<file path="src/ccpu_defines.vh">
// Constants for the capture/compare/PWM unit: register map, fields, modes
`ifndef CCPU_DEFINES_VH
`define CCPU_DEFINES_VH

// ----------------------------------------
// Register byte offsets (word aligned)
// ----------------------------------------
`define CCPU_OFS_CTRL0     8'h00
`define CCPU_OFS_CTRL1     8'h04
`define CCPU_OFS_VALUE0    8'h08
`define CCPU_OFS_VALUE1    8'h0c
`define CCPU_OFS_TA_COUNT  8'h10
`define CCPU_OFS_TB_COUNT  8'h14
`define CCPU_OFS_TB_PERIOD 8'h18
`define CCPU_OFS_INT_STAT  8'h1c
`define CCPU_OFS_INT_CLR   8'h20
`define CCPU_OFS_INT_EN    8'h24
`define CCPU_OFS_TIMER_CTL 8'h28

// ----------------------------------------
// Fields and reset values
// ----------------------------------------
`define CCPU_CTRL_W      8
`define CCPU_CTRL_MASK   8'h3f
`define CCPU_CTRL_RST    8'h00
`define CCPU_MODE_HI     3
`define CCPU_DUTY_HI     5
`define CCPU_DUTY_LO     4
`define CCPU_VAL_W       16
`define CCPU_VAL_RST     16'h0000
`define CCPU_TB_W        8
`define CCPU_TB_RST      8'h00
`define CCPU_TB_PER_RST  8'hff
`define CCPU_SUB_LAST    2'h3
`define CCPU_INT_W       3
`define CCPU_INT_TB      2
`define CCPU_TCTL_W      2
`define CCPU_TCTL_TA_RUN 0
`define CCPU_TCTL_TB_RUN 1
`define CCPU_ZERO32      32'h0000_0000

// ----------------------------------------
// Mode field encodings
// ----------------------------------------
`define CCPU_M_OFF       4'h0
`define CCPU_M_TOGGLE    4'h2
`define CCPU_M_CAP_FALL  4'h4
`define CCPU_M_CAP_RISE  4'h5
`define CCPU_M_CAP_4TH   4'h6
`define CCPU_M_CAP_16TH  4'h7
`define CCPU_M_CMP_SET   4'h8
`define CCPU_M_CMP_CLR   4'h9
`define CCPU_M_CMP_INT   4'ha
`define CCPU_M_CMP_TRIG  4'hb
`define CCPU_PRE_W       4
`define CCPU_PRE_4TH     4'h3
`define CCPU_PRE_16TH    4'hf
`define CCPU_PRE_ONE     4'h1
`define CCPU_PRE_ZERO    4'h0

// ----------------------------------------
// AHB-Lite encodings
// ----------------------------------------
`define CCPU_HTRANS_NSEQ 2'h2
`define CCPU_HRESP_OKAY  1'b0

`endif

</file>
<file path="src/ccpu_channel.v">
// One capture/compare/PWM channel working from the shared time bases
`timescale 1ns/10ps
`include "ccpu_defines.vh"

module ccpu_channel (
  input wire hclk,
  input wire hresetn,
  input wire clk_en,
  input wire [7:0] unit_control,
  input wire value_wr,
  input wire [15:0] value_wdata,
  input wire [15:0] timer_a_count,
  input wire [9:0] pwm_base,
  input wire tb_period_evt,
  input wire unit_pin_in,
  output wire [15:0] capture_compare_value,
  output reg unit_pin_out,
  output reg unit_pin_oe_n,
  output reg unit_event,
  output reg unit_trigger
);

  wire [3:0] mode = unit_control[`CCPU_MODE_HI:0];
  wire is_cap = (mode[3:2] == 2'b01);
  wire is_cmp = (mode[3:2] == 2'b10) || (mode == `CCPU_M_TOGGLE);
  wire is_pwm = (mode[3:2] == 2'b11);

  reg [15:0] value_reg;
  reg pin_prev_reg;
  reg [3:0] pre_reg;
  reg match_prev_reg;
  reg [9:0] duty_reg;
  reg [15:0] value_next;
  reg [3:0] pre_next;
  reg cap_fire;
  reg out_next;

  assign capture_compare_value = value_reg;

  wire rise = unit_pin_in & ~pin_prev_reg;
  wire fall = ~unit_pin_in & pin_prev_reg;
  // Compare acts once on arrival at the match, not every cycle the timer dwells there
  wire match = (timer_a_count == value_reg);
  wire cmp_fire = is_cmp & match & ~match_prev_reg;
  wire [9:0] duty_new = {value_reg[7:0], unit_control[`CCPU_DUTY_HI:`CCPU_DUTY_LO]};

  // ----------------------------------------
  // Capture prescaler and event selection
  // ----------------------------------------
  always @* begin
    pre_next = pre_reg;
    cap_fire = 1'b0;
    if (!is_cap) begin
      pre_next = `CCPU_PRE_ZERO;
    end else begin
      case (mode)
        `CCPU_M_CAP_FALL: cap_fire = fall;
        `CCPU_M_CAP_RISE: cap_fire = rise;
        `CCPU_M_CAP_4TH: begin
          if (rise) begin
            pre_next = pre_reg + `CCPU_PRE_ONE;
            cap_fire = ((pre_reg & `CCPU_PRE_4TH) == `CCPU_PRE_4TH);
          end
        end
        `CCPU_M_CAP_16TH: begin
          if (rise) begin
            pre_next = pre_reg + `CCPU_PRE_ONE;
            cap_fire = (pre_reg == `CCPU_PRE_16TH);
          end
        end
        default: cap_fire = 1'b0;
      endcase
    end
    value_next = value_reg;
    if (cap_fire) begin
      value_next = timer_a_count;
    end else if (value_wr) begin
      value_next = value_wdata;
    end
  end

  // ----------------------------------------
  // Output pin behaviour per mode
  // ----------------------------------------
  always @* begin
    out_next = unit_pin_out;
    case (mode)
      `CCPU_M_TOGGLE: if (cmp_fire) out_next = ~unit_pin_out;
      `CCPU_M_CMP_SET: if (cmp_fire) out_next = 1'b1;
      `CCPU_M_CMP_CLR: if (cmp_fire) out_next = 1'b0;
      `CCPU_M_CMP_INT: out_next = unit_pin_out;
      `CCPU_M_CMP_TRIG: out_next = unit_pin_out;
      default: begin
        if (is_pwm) begin
          // Period event starts every PWM output with a nonzero duty in the same cycle
          if (tb_period_evt) out_next = (duty_new != 10'h000);
          else if (pwm_base >= duty_reg) out_next = 1'b0;
        end else begin
          out_next = 1'b0;
        end
      end
    endcase
  end

  always @(posedge hclk or negedge hresetn) begin
    if (!hresetn) begin
      value_reg <= `CCPU_VAL_RST;
      pin_prev_reg <= 1'b0;
      pre_reg <= `CCPU_PRE_ZERO;
      match_prev_reg <= 1'b0;
      duty_reg <= 10'h000;
      unit_pin_out <= 1'b0;
      unit_pin_oe_n <= 1'b1;
      unit_event <= 1'b0;
      unit_trigger <= 1'b0;
    end else if (clk_en) begin
      value_reg <= value_next;
      pin_prev_reg <= unit_pin_in;
      pre_reg <= pre_next;
      match_prev_reg <= match;
      // Duty is only taken at the shared period event, so both PWMs update together
      if (tb_period_evt) duty_reg <= duty_new;
      unit_pin_out <= out_next;
      unit_pin_oe_n <= ~(is_cmp | is_pwm);
      unit_event <= cap_fire | cmp_fire;
      unit_trigger <= cmp_fire & (mode == `CCPU_M_CMP_TRIG);
    end
  end

endmodule // ccpu_channel

</file>
<file path="src/ccpu_top.v">
// Dual capture/compare/PWM unit with shared timers and an AHB-Lite register slave
`timescale 1ns/10ps
`include "ccpu_defines.vh"

module ccpu_top (
  input wire hclk,
  input wire hresetn,
  input wire clk_en,
  input wire hsel,
  input wire [31:0] haddr,
  input wire [1:0] htrans,
  input wire hwrite,
  input wire [2:0] hsize,
  input wire [31:0] hwdata,
  input wire hready,
  output wire hreadyout,
  output wire hresp,
  output reg [31:0] hrdata,
  input wire [1:0] unit_pin_in,
  output wire [1:0] unit_pin_out,
  output wire [1:0] unit_pin_oe_n,
  output wire [1:0] unit_trigger,
  output wire irq
);

  // ----------------------------------------
  // Bus slave: writes land in the data phase, reads add one wait state
  // ----------------------------------------
  reg wr_pend_reg;
  reg rd_pend_reg;
  reg [7:0] addr_reg;
  reg [7:0] ctrl_reg [0:1];
  reg [15:0] ta_reg;
  reg [7:0] tb_reg;
  reg [1:0] tb_sub_reg;
  reg [7:0] tb_per_reg;
  reg [2:0] int_stat_reg;
  reg [2:0] int_en_reg;
  reg [1:0] tctl_reg;
  reg [31:0] rdata_next;
  reg [2:0] stat_next;

  wire [15:0] val [0:1];
  wire [1:0] ev;
  wire [1:0] trig;

  // The read wait state lets a read see a write that finished one cycle earlier
  // Clock enable low also holds the bus, so no transfer is taken and then lost
  // while all state is frozen
  assign hreadyout = ~rd_pend_reg & clk_en;
  assign hresp = `CCPU_HRESP_OKAY;
  assign unit_trigger = trig;

  // ----------------------------------------
  // Register decode
  // ----------------------------------------
  wire take = hsel & hready & (htrans == `CCPU_HTRANS_NSEQ);
  wire wr_now = wr_pend_reg & clk_en;
  wire wr_ctrl0 = wr_now & (addr_reg == `CCPU_OFS_CTRL0);
  wire wr_ctrl1 = wr_now & (addr_reg == `CCPU_OFS_CTRL1);
  wire wr_val0 = wr_now & (addr_reg == `CCPU_OFS_VALUE0);
  wire wr_val1 = wr_now & (addr_reg == `CCPU_OFS_VALUE1);
  wire wr_ta = wr_now & (addr_reg == `CCPU_OFS_TA_COUNT);
  wire wr_tb = wr_now & (addr_reg == `CCPU_OFS_TB_COUNT);
  wire wr_per = wr_now & (addr_reg == `CCPU_OFS_TB_PERIOD);
  wire wr_clr = wr_now & (addr_reg == `CCPU_OFS_INT_CLR);
  wire wr_en = wr_now & (addr_reg == `CCPU_OFS_INT_EN);
  wire wr_tctl = wr_now & (addr_reg == `CCPU_OFS_TIMER_CTL);

  always @(posedge hclk or negedge hresetn) begin
    if (!hresetn) begin
      wr_pend_reg <= 1'b0;
      rd_pend_reg <= 1'b0;
      addr_reg <= 8'h00;
      hrdata <= `CCPU_ZERO32;
    end else if (clk_en) begin
      if (rd_pend_reg) begin
        rd_pend_reg <= 1'b0;
        hrdata <= rdata_next;
      end else begin
        wr_pend_reg <= take & hwrite;
        rd_pend_reg <= take & ~hwrite;
        // Only the word offset is kept, so upper address bits alias the map
        if (take) addr_reg <= {haddr[7:2], 2'b00};
      end
    end
  end

  // ----------------------------------------
  // Read data
  // ----------------------------------------
  // Unmapped and write-only offsets read as zero
  always @* begin
    case (addr_reg)
      `CCPU_OFS_CTRL0: rdata_next = {24'h00_0000, ctrl_reg[0]};
      `CCPU_OFS_CTRL1: rdata_next = {24'h00_0000, ctrl_reg[1]};
      `CCPU_OFS_VALUE0: rdata_next = {16'h0000, val[0]};
      `CCPU_OFS_VALUE1: rdata_next = {16'h0000, val[1]};
      `CCPU_OFS_TA_COUNT: rdata_next = {16'h0000, ta_reg};
      `CCPU_OFS_TB_COUNT: rdata_next = {24'h00_0000, tb_reg};
      `CCPU_OFS_TB_PERIOD: rdata_next = {24'h00_0000, tb_per_reg};
      `CCPU_OFS_INT_STAT: rdata_next = {29'h0000_0000, int_stat_reg};
      `CCPU_OFS_INT_EN: rdata_next = {29'h0000_0000, int_en_reg};
      `CCPU_OFS_TIMER_CTL: rdata_next = {30'h0000_0000, tctl_reg};
      default: rdata_next = `CCPU_ZERO32;
    endcase
  end

  // ----------------------------------------
  // Control registers
  // ----------------------------------------
  always @(posedge hclk or negedge hresetn) begin
    if (!hresetn) begin
      ctrl_reg[0] <= `CCPU_CTRL_RST;
      ctrl_reg[1] <= `CCPU_CTRL_RST;
      tb_per_reg <= `CCPU_TB_PER_RST;
      int_en_reg <= 3'h0;
      tctl_reg <= 2'h0;
    end else begin
      if (wr_ctrl0) ctrl_reg[0] <= hwdata[7:0] & `CCPU_CTRL_MASK;
      if (wr_ctrl1) ctrl_reg[1] <= hwdata[7:0] & `CCPU_CTRL_MASK;
      if (wr_per) tb_per_reg <= hwdata[7:0];
      if (wr_en) int_en_reg <= hwdata[2:0];
      if (wr_tctl) tctl_reg <= hwdata[1:0];
    end
  end

  // ----------------------------------------
  // Timer A (capture/compare base) and timer B (PWM base)
  // ----------------------------------------
  // Special trigger restarts timer A so compare can set a repeating interval
  wire ta_clear = |trig;
  // Timer B counts in quarter steps so the duty has two extra low bits
  wire tb_evt = tctl_reg[`CCPU_TCTL_TB_RUN] & (tb_reg == tb_per_reg)
                & (tb_sub_reg == `CCPU_SUB_LAST);

  always @(posedge hclk or negedge hresetn) begin
    if (!hresetn) begin
      ta_reg <= `CCPU_VAL_RST;
      tb_reg <= `CCPU_TB_RST;
      tb_sub_reg <= 2'h0;
    end else if (clk_en) begin
      if (wr_ta) ta_reg <= hwdata[15:0];
      else if (ta_clear) ta_reg <= `CCPU_VAL_RST;
      else if (tctl_reg[`CCPU_TCTL_TA_RUN]) ta_reg <= ta_reg + 16'h0001;
      // A count write also restarts the quarter steps
      if (wr_tb) begin
        tb_reg <= hwdata[7:0];
        tb_sub_reg <= 2'h0;
      end else if (tb_evt) begin
        tb_reg <= `CCPU_TB_RST;
        tb_sub_reg <= 2'h0;
      end else if (tctl_reg[`CCPU_TCTL_TB_RUN]) begin
        tb_sub_reg <= tb_sub_reg + 2'h1;
        if (tb_sub_reg == `CCPU_SUB_LAST) tb_reg <= tb_reg + 8'h01;
      end
    end
  end

  // ----------------------------------------
  // Channels share one timer A and one timer B period event
  // ----------------------------------------
  genvar gi;
  generate
    for (gi = 0; gi < 2; gi = gi + 1) begin : g_ch
      ccpu_channel u_ch (
        .hclk(hclk),
        .hresetn(hresetn),
        .clk_en(clk_en),
        .unit_control(ctrl_reg[gi]),
        .value_wr(gi == 0 ? wr_val0 : wr_val1),
        .value_wdata(hwdata[15:0]),
        .timer_a_count(ta_reg),
        .pwm_base({tb_reg, tb_sub_reg}),
        .tb_period_evt(tb_evt),
        .unit_pin_in(unit_pin_in[gi]),
        .capture_compare_value(val[gi]),
        .unit_pin_out(unit_pin_out[gi]),
        .unit_pin_oe_n(unit_pin_oe_n[gi]),
        .unit_event(ev[gi]),
        .unit_trigger(trig[gi])
      );
    end
  endgenerate

  // ----------------------------------------
  // Sticky interrupt status: a new event wins over a clear in the same cycle
  // ----------------------------------------
  always @* begin
    stat_next = int_stat_reg;
    if (wr_clr) stat_next = int_stat_reg & ~hwdata[2:0];
    if (clk_en) stat_next = stat_next | {tb_evt, ev};
  end

  always @(posedge hclk or negedge hresetn) begin
    if (!hresetn) begin
      int_stat_reg <= 3'h0;
    end else begin
      int_stat_reg <= stat_next;
    end
  end

  // ----------------------------------------
  // Interrupt output
  // ----------------------------------------
  assign irq = |(int_stat_reg & int_en_reg);

endmodule // ccpu_top

</file>
<file path="config.mk">
export PLATFORM = sky130hd
export DESIGN_NAME = ccpu_top
export DESIGN_NICKNAME = d
export VERILOG_FILES = /design/src/ccpu_channel.v /design/src/ccpu_top.v
export VERILOG_INCLUDE_DIRS = /design/src
export SDC_FILE = /design/constraint.sdc
export NUM_CORES = 1
export LEC_CHECK = 0
export BUFFER_PORTS_ARGS = -buffer_cell sky130_fd_sc_hd__buf_2
export CAP_MARGIN = 40
export CORE_ASPECT_RATIO = 0.9
export CORE_MARGIN = 2
export CORE_UTILIZATION = 45
export CTS_CLUSTER_SIZE = 20
export DETAILED_ROUTE_END_ITERATION = 16
export PLACE_DENSITY = 0.73
export SLEW_MARGIN = 20
export SYNTH_ARGS = -nofsm -noshare
export SYNTH_HDL_FRONTEND = slang
export SYNTH_SLANG_ARGS = --single-unit
export TNS_END_PERCENT = 30
</file>
<file path="constraint.sdc">
create_clock -name hclk -period 2.1 [get_ports hclk]
set_input_delay 0.315 -clock hclk [delete_from_list [all_inputs] [get_ports hclk]]
set_output_delay 0.315 -clock hclk [all_outputs]
set_load 0.02 [all_outputs]
</file>
# [Word level (Yosys, flattened, before mapping)]
# Index checks and enable logic that the tools add are counted.
[classes] mul=0 div_mod_pow=0 reduce_logical=29 n_addsub=5 eq_ne=55 mux=46 n_lt_le_gt_ge=2 shifts=0 bitwise=50
[op_table] cell="16-bit one-hot mux with 10 select lines" count=1
[op_table] cell="16-bit two-way mux" count=7
[op_table] cell="4-bit == test, second input constant" count=10
[op_table] cell="16-bit == test" count=2
[op_table] cell="4-bit by 3-bit == test with 1-bit output, second input constant" count=8
[op_table] cell="8-bit two-way mux" count=4
[op_table] cell="1-bit AND" count=28
[op_table] cell="6-bit by 3-bit == test with 1-bit output, second input constant" count=4
[op_table] cell="4-bit two-way mux" count=6
[op_table] cell="10-bit greater-or-equal comparator" count=2
[op_table] cell="10-bit nonzero test" count=2
[op_table] cell="1-bit two-way mux" count=19
[op_table] cell="6-bit by 4-bit == test with 1-bit output, second input constant" count=3
[op_table] cell="16-bit by 1-bit adder with 16-bit output, second input constant" count=1
[op_table] cell="2-bit == test, second input constant" count=8
[op_table] cell="1-bit one-hot mux with 4 select lines" count=4
[op_table] cell="1-bit NOT" count=14
[op_table] cell="2-bit AND reduction" count=7
[op_table] cell="6-bit by 2-bit == test with 1-bit output, second input constant" count=2
[op_table] cell="2-bit by 1-bit != test with 1-bit output, second input constant" count=6
[op_table] cell="6-bit != test, second input constant" count=2
[op_table] cell="3-bit AND reduction" count=4
[op_table] cell="6-bit AND reduction" count=2
[op_table] cell="2-bit OR reduction" count=5
[op_table] cell="19 further kinds" count=36
[word_totals] elab_cells=218 rom_bits=0 n_memories=0 mem_bits_rw=0 latchBits=0 output_inout_bits=41 in_bits=77 regBits=166

# [Logic depth before layout (Yosys ltp)]
[depth] ltp_word=7 mapped_depth=9 depth_no_buf=8

# [Cells and area by module]
# Synthesis repeated with hierarchy kept, for this count alone.
[hier_totals] cells_unflattened=916 area_unflattened_um2=9172.5
[modules_own_cells] module="ccpu_top" n_inst=1 seq_area_each_um2=1961.9 area_each_um2=4663.2 cells_per_inst=472
[modules_own_cells] module="ccpu_channel at g_ch[0].u_ch" n_inst=1 seq_area_each_um2=902.1 area_each_um2=2387.3 cells_per_inst=222
[modules_own_cells] module="ccpu_channel at g_ch[1].u_ch" n_inst=1 seq_area_each_um2=902.1 area_each_um2=2122.0 cells_per_inst=222

# [Worst setup path before layout]
# Ideal clock, no wire load.
[synth_timing] kind="register -> register" startpoint="register addr_reg[7]" endpoint="register ta_reg[0]" n_path_buf=2 t_arrival_ns=1.922 stages_incl_launch_ff=9 period_less_slack_ns=2.056 setup_slack_ns=0.044 cell_sequence="dfrtp_1 > or4_4 > nor3_4 > or3_1 > o21ai_1 > buf_2 > buf_6 > nand2_1 > o21ai_0"
[synth_via] elab_chain_len=4 elab_cells_between_ends=5
[synth_lines] item="from (decl)" line="ccpu_top.v:31" text="reg [7:0] addr_reg;"
[synth_lines] item="from (signal assigned)" line="ccpu_top.v:84" text="if (take) addr_reg <= {haddr[7:2], 2'b00};"
[synth_lines] item="6-bit by 3-bit == test with 1-bit output *"
[synth_lines] item="1-bit AND *" line="ccpu_top.v:63" text="wire wr_ta = wr_now & (addr_reg == `CCPU_OFS_TA_COUNT);"
[synth_lines] item="3-bit nonzero test (no line)"
[synth_lines] item="2-bit AND reduction (no line)"
[synth_lines] item="to (signal assigned)" line="ccpu_top.v:139" text="ta_reg <= `CCPU_VAL_RST;"
[synth_lines] item="to (signal assigned)" line="ccpu_top.v:143" text="if (wr_ta) ta_reg <= hwdata[15:0];"
[synth_lines] item="to (signal assigned)" line="ccpu_top.v:144" text="else if (ta_clear) ta_reg <= `CCPU_VAL_RST;"
[synth_lines] item="to (decl)" line="ccpu_top.v:33" text="reg [15:0] ta_reg;"
# Every way passes the cells marked *; elsewhere a longest branch is shown, timed or not.
# A chain may end at the register's enable or synchronous reset.

# [Worst setup path after layout]
[layout_timing] startpoint="register tb_per_reg[5]" endpoint="register tb_reg[5]"
[layout_via] elab_chain_len=5 elab_cells_between_ends=8
[layout_lines] item="from (decl)" line="ccpu_top.v:36" text="reg [7:0] tb_per_reg;"
[layout_lines] item="from (signal assigned)" line="ccpu_top.v:116" text="tb_per_reg <= `CCPU_TB_PER_RST;"
[layout_lines] item="from (signal assigned)" line="ccpu_top.v:122" text="if (wr_per) tb_per_reg <= hwdata[7:0];"
[layout_lines] item="8-bit == test *" line="ccpu_top.v:134" text="wire tb_evt = tctl_reg[`CCPU_TCTL_TB_RUN] & (tb_reg == tb_per_reg)"
[layout_lines] item="1-bit AND * (2 in a row)" line="ccpu_top.v:134"
[layout_lines] item="3-bit nonzero test (no line) / 8-bit two-way mux (equally long branches)"
[layout_lines] item="3-bit AND reduction (no line) / 8-bit two-way mux (equally long branches)"
[layout_lines] item="to (signal assigned)" line="ccpu_top.v:140" text="tb_reg <= `CCPU_TB_RST;"
[layout_lines] item="to (signal assigned)" line="ccpu_top.v:148" text="tb_reg <= hwdata[7:0];"
[layout_lines] item="to (signal assigned)" line="ccpu_top.v:151" text="tb_reg <= `CCPU_TB_RST;"
[layout_lines] item="to (decl)" line="ccpu_top.v:34" text="reg [7:0] tb_reg;"
# Marks and branches as above.

==> impl_results.html <==
<table>
<tr><th>Metric</th><th>Value</th></tr>
<tr><th colspan="2">Run status</th></tr>
<tr><td>Run status</td><td>finished with violations</td></tr>
<tr><td>Failing checks</td><td>setup timing</td></tr>
<tr><th colspan="2">Synth</th></tr>
<tr><td>Number of synthesized flops with an enable pin</td><td>0</td></tr>
<tr><td>Area of the mapped netlist</td><td>0.00871 sq mm</td></tr>
<tr><td>FF+latch count, synth</td><td>150</td></tr>
<tr><td>Yosys top cell area share</td><td>0.402</td></tr>
<tr><td>Number of distinct standard cells referenced by the synthesized netlist</td><td>67</td></tr>
<tr><td>Library cell occupying the most area in the post-synthesis netlist</td><td>sky130_fd_sc_hd__dfrtp_1</td></tr>
<tr><td>Syn_area_per_cell</td><td>9.63 sq um</td></tr>
<tr><td>Sequential fraction of the synthesis area</td><td>0.432</td></tr>
<tr><td>Post-synth top flop</td><td>sky130_fd_sc_hd__dfrtp_1</td></tr>
<tr><td>Synth async-reset ratio</td><td>1.00</td></tr>
<tr><td>Leading cell types by total area after synthesis</td><td>sky130_fd_sc_hd__dfrtp_1 (40%), sky130_fd_sc_hd__mux2_2 (7.8%), sky130_fd_sc_hd__a21oi_1 (4.0%), sky130_fd_sc_hd__nor2_1 (3.7%), sky130_fd_sc_hd__xnor2_1 (3.6%)</td></tr>
<tr><td>Yosys synthesis warning count</td><td>0</td></tr>
<tr><td>Gate Count Post-Synth</td><td>904</td></tr>
<tr><th colspan="2">Layout</th></tr>
<tr><td>Share of layout cells above drive strength 1</td><td>0.328</td></tr>
<tr><td>Relative area change from synthesis to final layout</td><td>24.2%</td></tr>
<tr><td>Layout Cell Area excl Fill</td><td>0.0108 sq mm</td></tr>
<tr><td>Final #Nets</td><td>1139</td></tr>
<tr><td>Max reg flops</td><td>32</td></tr>
<tr><td>Antenna cell count</td><td>0</td></tr>
<tr><td>Post-layout util</td><td>0.566</td></tr>
<tr><td>Non-filler cells, final</td><td>1300</td></tr>
<tr><th colspan="2">Setup path</th></tr>
<tr><td>Data arrival time of the worst path</td><td>2.48 ns</td></tr>
<tr><td>Crit path capture type</td><td>flop</td></tr>
<tr><td>Worst reg2reg startpoint</td><td>tb_per_reg[5]$_DFFE_PN1P_</td></tr>
<tr><td>Category of the most critical setup path</td><td>reg2reg</td></tr>
<tr><td>Endpoint of the most critical register-to-register path</td><td>tb_reg[5]$_DFFE_PN0P_</td></tr>
<tr><td>Kind of start point of the critical path</td><td>flop</td></tr>
<tr><td>FF-to-FF path depth</td><td>8</td></tr>
<tr><td>FF-to-FF setup slack</td><td>-0.04 ns</td></tr>
<tr><td>Worst path required time</td><td>2.45 ns</td></tr>
<tr><td>Top fanout value on the critical path</td><td>7</td></tr>
<tr><th colspan="2">Floorplan</th></tr>
<tr><td>Die extent in y</td><td>136 um</td></tr>
<tr><td>Horiz. Die Dim</td><td>151 um</td></tr>
<tr><td>Effective utilization at floorplan</td><td>0.456</td></tr>
<tr><td>Number of rows created at floorplan</td><td>48</td></tr>
<tr><td>Die outline area</td><td>0.0205 sq mm</td></tr>
<tr><td>Placeable core region</td><td>0.0191 sq mm</td></tr>
<tr><td>I/O pin cnt</td><td>118</td></tr>
<tr><th colspan="2">Flow run</th></tr>
<tr><td>Total of max-cap violations</td><td>0</td></tr>
<tr><th colspan="2">Routing</th></tr>
<tr><td>Vias per inst</td><td>5.96</td></tr>
<tr><td>DRC viols</td><td>0</td></tr>
<tr><td>Detail-routed net length per standard cell</td><td>20.1 um</td></tr>
<tr><td>Number of nets with antenna violations after routing</td><td>0</td></tr>
<tr><td>Number of detailed-route iterations in the first pass</td><td>9</td></tr>
<tr><td>Routed Wire Length</td><td>26100 um</td></tr>
<tr><td>Total vias in the final route</td><td>7748</td></tr>
<tr><td>Iter 0 DRT Violations</td><td>1008</td></tr>
<tr><th colspan="2">Power</th></tr>
<tr><td>Switching power summed over all nets</td><td>0.00273 W</td></tr>
<tr><td>Combinational fraction of design power</td><td>0.233</td></tr>
<tr><td>Fraction of power consumed by sequential logic</td><td>0.419</td></tr>
<tr><td>Clk network pwr share</td><td>0.348</td></tr>
<tr><td>Internal power</td><td>0.00560 W</td></tr>
<tr><td>Cell area power density</td><td>769 mW/mm^2</td></tr>
<tr><td>Sw frac</td><td>0.327</td></tr>
<tr><td>Peak supply drop</td><td>0.690 mV</td></tr>
<tr><td>Leakage Power</td><td>4.97 nW</td></tr>
<tr><th colspan="2">CTS</th></tr>
<tr><td>CTS H-tree lvls</td><td>4</td></tr>
<tr><td>Clock latency on the worst-skew pair</td><td>0.44 ns</td></tr>
<tr><td>Clock root buffer master</td><td>sky130_fd_sc_hd__clkbuf_16</td></tr>
<tr><td>CTS Sinks</td><td>150</td></tr>
<tr><td>TritonCTS clock tree</td><td>yes</td></tr>
<tr><td>Clock-pin slew reported for the worst setup and hold paths after clock tree synthesis</td><td>0.06 ns</td></tr>
<tr><td>TritonCTS Buffers</td><td>17</td></tr>
<tr><td>Buffer depth of the longest clock path</td><td>2</td></tr>
<tr><th colspan="2">Timing</th></tr>
<tr><td>Clock Skew</td><td>0.00946 ns</td></tr>
<tr><td>Clock period minus final worst setup slack</td><td>2.14 ns</td></tr>
<tr><td>Number of setup violations in the final report</td><td>3</td></tr>
<tr><td>Min Hold Slack</td><td>0.0789 ns</td></tr>
<tr><td>RSZ-0062 raised after global routing</td><td>true</td></tr>
<tr><td>Max Slew Vio Count</td><td>0</td></tr>
<tr><td>Slew @ Worst Pin</td><td>0.749 ns</td></tr>
<tr><td>Post-route worst setup slack</td><td>-0.0357 ns</td></tr>
<tr><td>Fmax achieved</td><td>468 MHz</td></tr>
<tr><td>Final Hold Violating Endpoints</td><td>0</td></tr>
<tr><td>Final critical-path share of the clock period</td><td>1.02</td></tr>
<tr><td>Slew margin rel.</td><td>0.498</td></tr>
<tr><th colspan="2">GRT</th></tr>
<tr><td>First-pass GRT wire length</td><td>40200 um</td></tr>
<tr><td>Global-route usage over all layers</td><td>0.258</td></tr>
<tr><td>Number of antenna violations at the first check in global routing</td><td>0</td></tr>
<tr><td>Grt total ovfl</td><td>0</td></tr>
<tr><td>Vias in the first global route</td><td>7307</td></tr>
<tr><td>Largest net degree at the start of global routing</td><td>50</td></tr>
<tr><th colspan="2">Worst hold path</th></tr>
<tr><td>Cells on Worst Hold Path</td><td>2</td></tr>
<tr><td>Startpoint of the worst hold path</td><td>hwrite</td></tr>
<tr><td>Capture endpoint of the worst hold path</td><td>rd_pend_reg$_DFFE_PN0P_</td></tr>
<tr><td>Type of the most critical hold path</td><td>in2reg</td></tr>
<tr><th colspan="2">Placed design</th></tr>
<tr><td>Placed Instances</td><td>1261</td></tr>
<tr><td>Final weighted congestion of routability-driven global placement</td><td>0.902</td></tr>
<tr><td>Worst slack at placement</td><td>-0.138 ns</td></tr>
<tr><td>Input/output buffers</td><td>55</td></tr>
<tr><td>Post-Place Cell Area</td><td>0.00998 sq mm</td></tr>
<tr><td>HPWL reported at the end of detailed placement</td><td>18700 um</td></tr>
</table>
-- synthesized netlist by cell type, drive strengths merged (3+ instances only) --
library cell	instances
dfrtp	140
nor2	85
a21oi	70
mux2	60
o21ai	51
nand2	50
clkbuf	45
buf	42
inv	39
xnor2	36
ha	25
mux2i	23
a222oi	19
nand3	19
nor3	17
a31oi	14
nand4	13
a21o	11
a22oi	11
nor4	11
and3	10
dfstp	10
nor2b	10
xor2	10
nand2b	7
or3b	6
a211oi	5
or3	5
a32oi	4
nand3b	4
o22ai	4
a21boi	3
a221oi	3
a22o	3
and2	3
and4	3
and4b	3
nand4b	3
o21a	3
o311ai	3
o31ai	3
-- layout by cell type (no fill, tap or decap), drive strengths merged, types with 4 or more instances in the layout --
master and instances:
a211oi 5, a21o 11, a21oi 70, a222oi 19
a22oi 11, a31oi 14, a32oi 4, and3 10
buf 184, clkbuf 17, clkinv 4, clkinvlp 4
conb 17, dfrtp 140, dfstp 10, ha 25
inv 46, mux2 60, mux2i 23, nand2 50
nand2b 7, nand3 19, nand3b 4, nand4 13
nor2 85, nor2b 10, nor3 17, nor4 11
o21ai 51, o22ai 4, or3 5, or3b 6
xnor2 36, xor2 10
-- power by group through the flow --
| stage | Combinational (W) | Sequential [W] | Clock, W |
|---|---|---|---|
| after floorplan | 0.000997 | 0.00351 | 0 |
| after global placement | 0.00177 | 0.00350 | 0 |
| after detailed placement | 0.00181 | 0.00352 | 0 |
| after CTS | 0.00184 | 0.00347 | 0.00290 |
| after global routing | 0.00209 | 0.00353 | 0.00302 |
| final | 0.00194 | 0.00349 | 0.00290 |
-- how the worst max path moves through the flow --
| stage | from | slack, ns | to | cells after the start |
|---|---|---|---|---|
| after floorplan | addr_reg[7]$_DFFE_PN0P_ | 0.04 | ta_reg[0]$_DFFE_PN0P_ | 8 |
| after CTS | ta_reg[3]$_DFFE_PN0P_ | -0.04 | g_ch[1].u_ch.unit_pin_out$_DFFE_PN0P_ | 7 |
| after global placement | tb_reg[5]$_DFFE_PN0P_ | -0.12 | g_ch[1].u_ch.unit_pin_out$_DFFE_PN0P_ | 8 |
| after detailed placement | tb_reg[5]$_DFFE_PN0P_ | -0.14 | g_ch[1].u_ch.unit_pin_out$_DFFE_PN0P_ | 8 |
| final | tb_per_reg[5]$_DFFE_PN1P_ | -0.04 | tb_reg[5]$_DFFE_PN0P_ | 8 |
| after global routing | tb_reg[1]$_DFFE_PN0P_ | -0.11 | g_ch[0].u_ch.unit_pin_out$_DFFE_PN0P_ | 8 |
-- metrics by stage --
step	setup TNS, ns	power, W
floorplan	0	0.00451
global placement	-0.738	0.00527
detailed placement	-0.774	0.00532
CTS	-0.0377	0.00820
global route	-0.476	0.00864
finish	-0.0866	0.00832
-- what timing repair did --
action                     in CTS  in global routing
setup endpoints to repair      21                 44
gates resized for setup        14                 40
buffers inserted                0                  7
hold endpoints to repair       42                  0
hold buffers                    1                  0
pin swaps                       7                 17
-- layout make-up --
cell class | instances | area [sq um]
Fill cell | 1653 | 8280
Multi-Input combinational cell | 644 | 4640
Sequential cell | 150 | 3770
Timing Repair Buffer | 185 | 1400
Clock buffer | 17 | 425
Tap cell | 250 | 313
Inverter | 39 | 146
Clock inverter | 15 | 121
-- cells by family (layout without fill, tap and decap cells) --
| kind of cell | count (synthesis) | after routing | share of synthesized area |
|---|---|---|---|
| AND/OR/NAND/NOR | 256 | 256 | 0.154 |
| other | 1 | 17 | 0.000431 |
| buffers and inverters | 126 | 256 | 0.0681 |
| AO/OA/AOI/OAI | 217 | 217 | 0.159 |
| XOR/XNOR | 46 | 46 | 0.0463 |
| adder cells (fa/ha/maj) | 25 | 25 | 0.0359 |
| flip-flops | 150 | 150 | 0.432 |
| multiplexers | 83 | 83 | 0.104 |
-- worst max-delay path, cell delays in order, from the launching register on --
cell and delay [ns]:
sky130_fd_sc_hd__dfstp_2 0.54, sky130_fd_sc_hd__xor2_1 0.16, sky130_fd_sc_hd__nor4_1 0.08, sky130_fd_sc_hd__buf_4 0.14, sky130_fd_sc_hd__and3_4 0.19, sky130_fd_sc_hd__buf_4 0.15, sky130_fd_sc_hd__nand2b_4 0.16, sky130_fd_sc_hd__or3b_2 0.46
sky130_fd_sc_hd__a31oi_1 0.18
-- per-layer routing --
metal | vias to the layer above | global-route usage | wire length, um
met5 | - | 0 | 0
met4 | 0 | 0.103 | 823
met3 | 71 | 0.0628 | 2350
met2 | 367 | 0.389 | 11800
met1 | 3812 | 0.359 | 11100
li1 | 3498 | - | -
No activity file was read; power rests on OpenSTA's default activity.
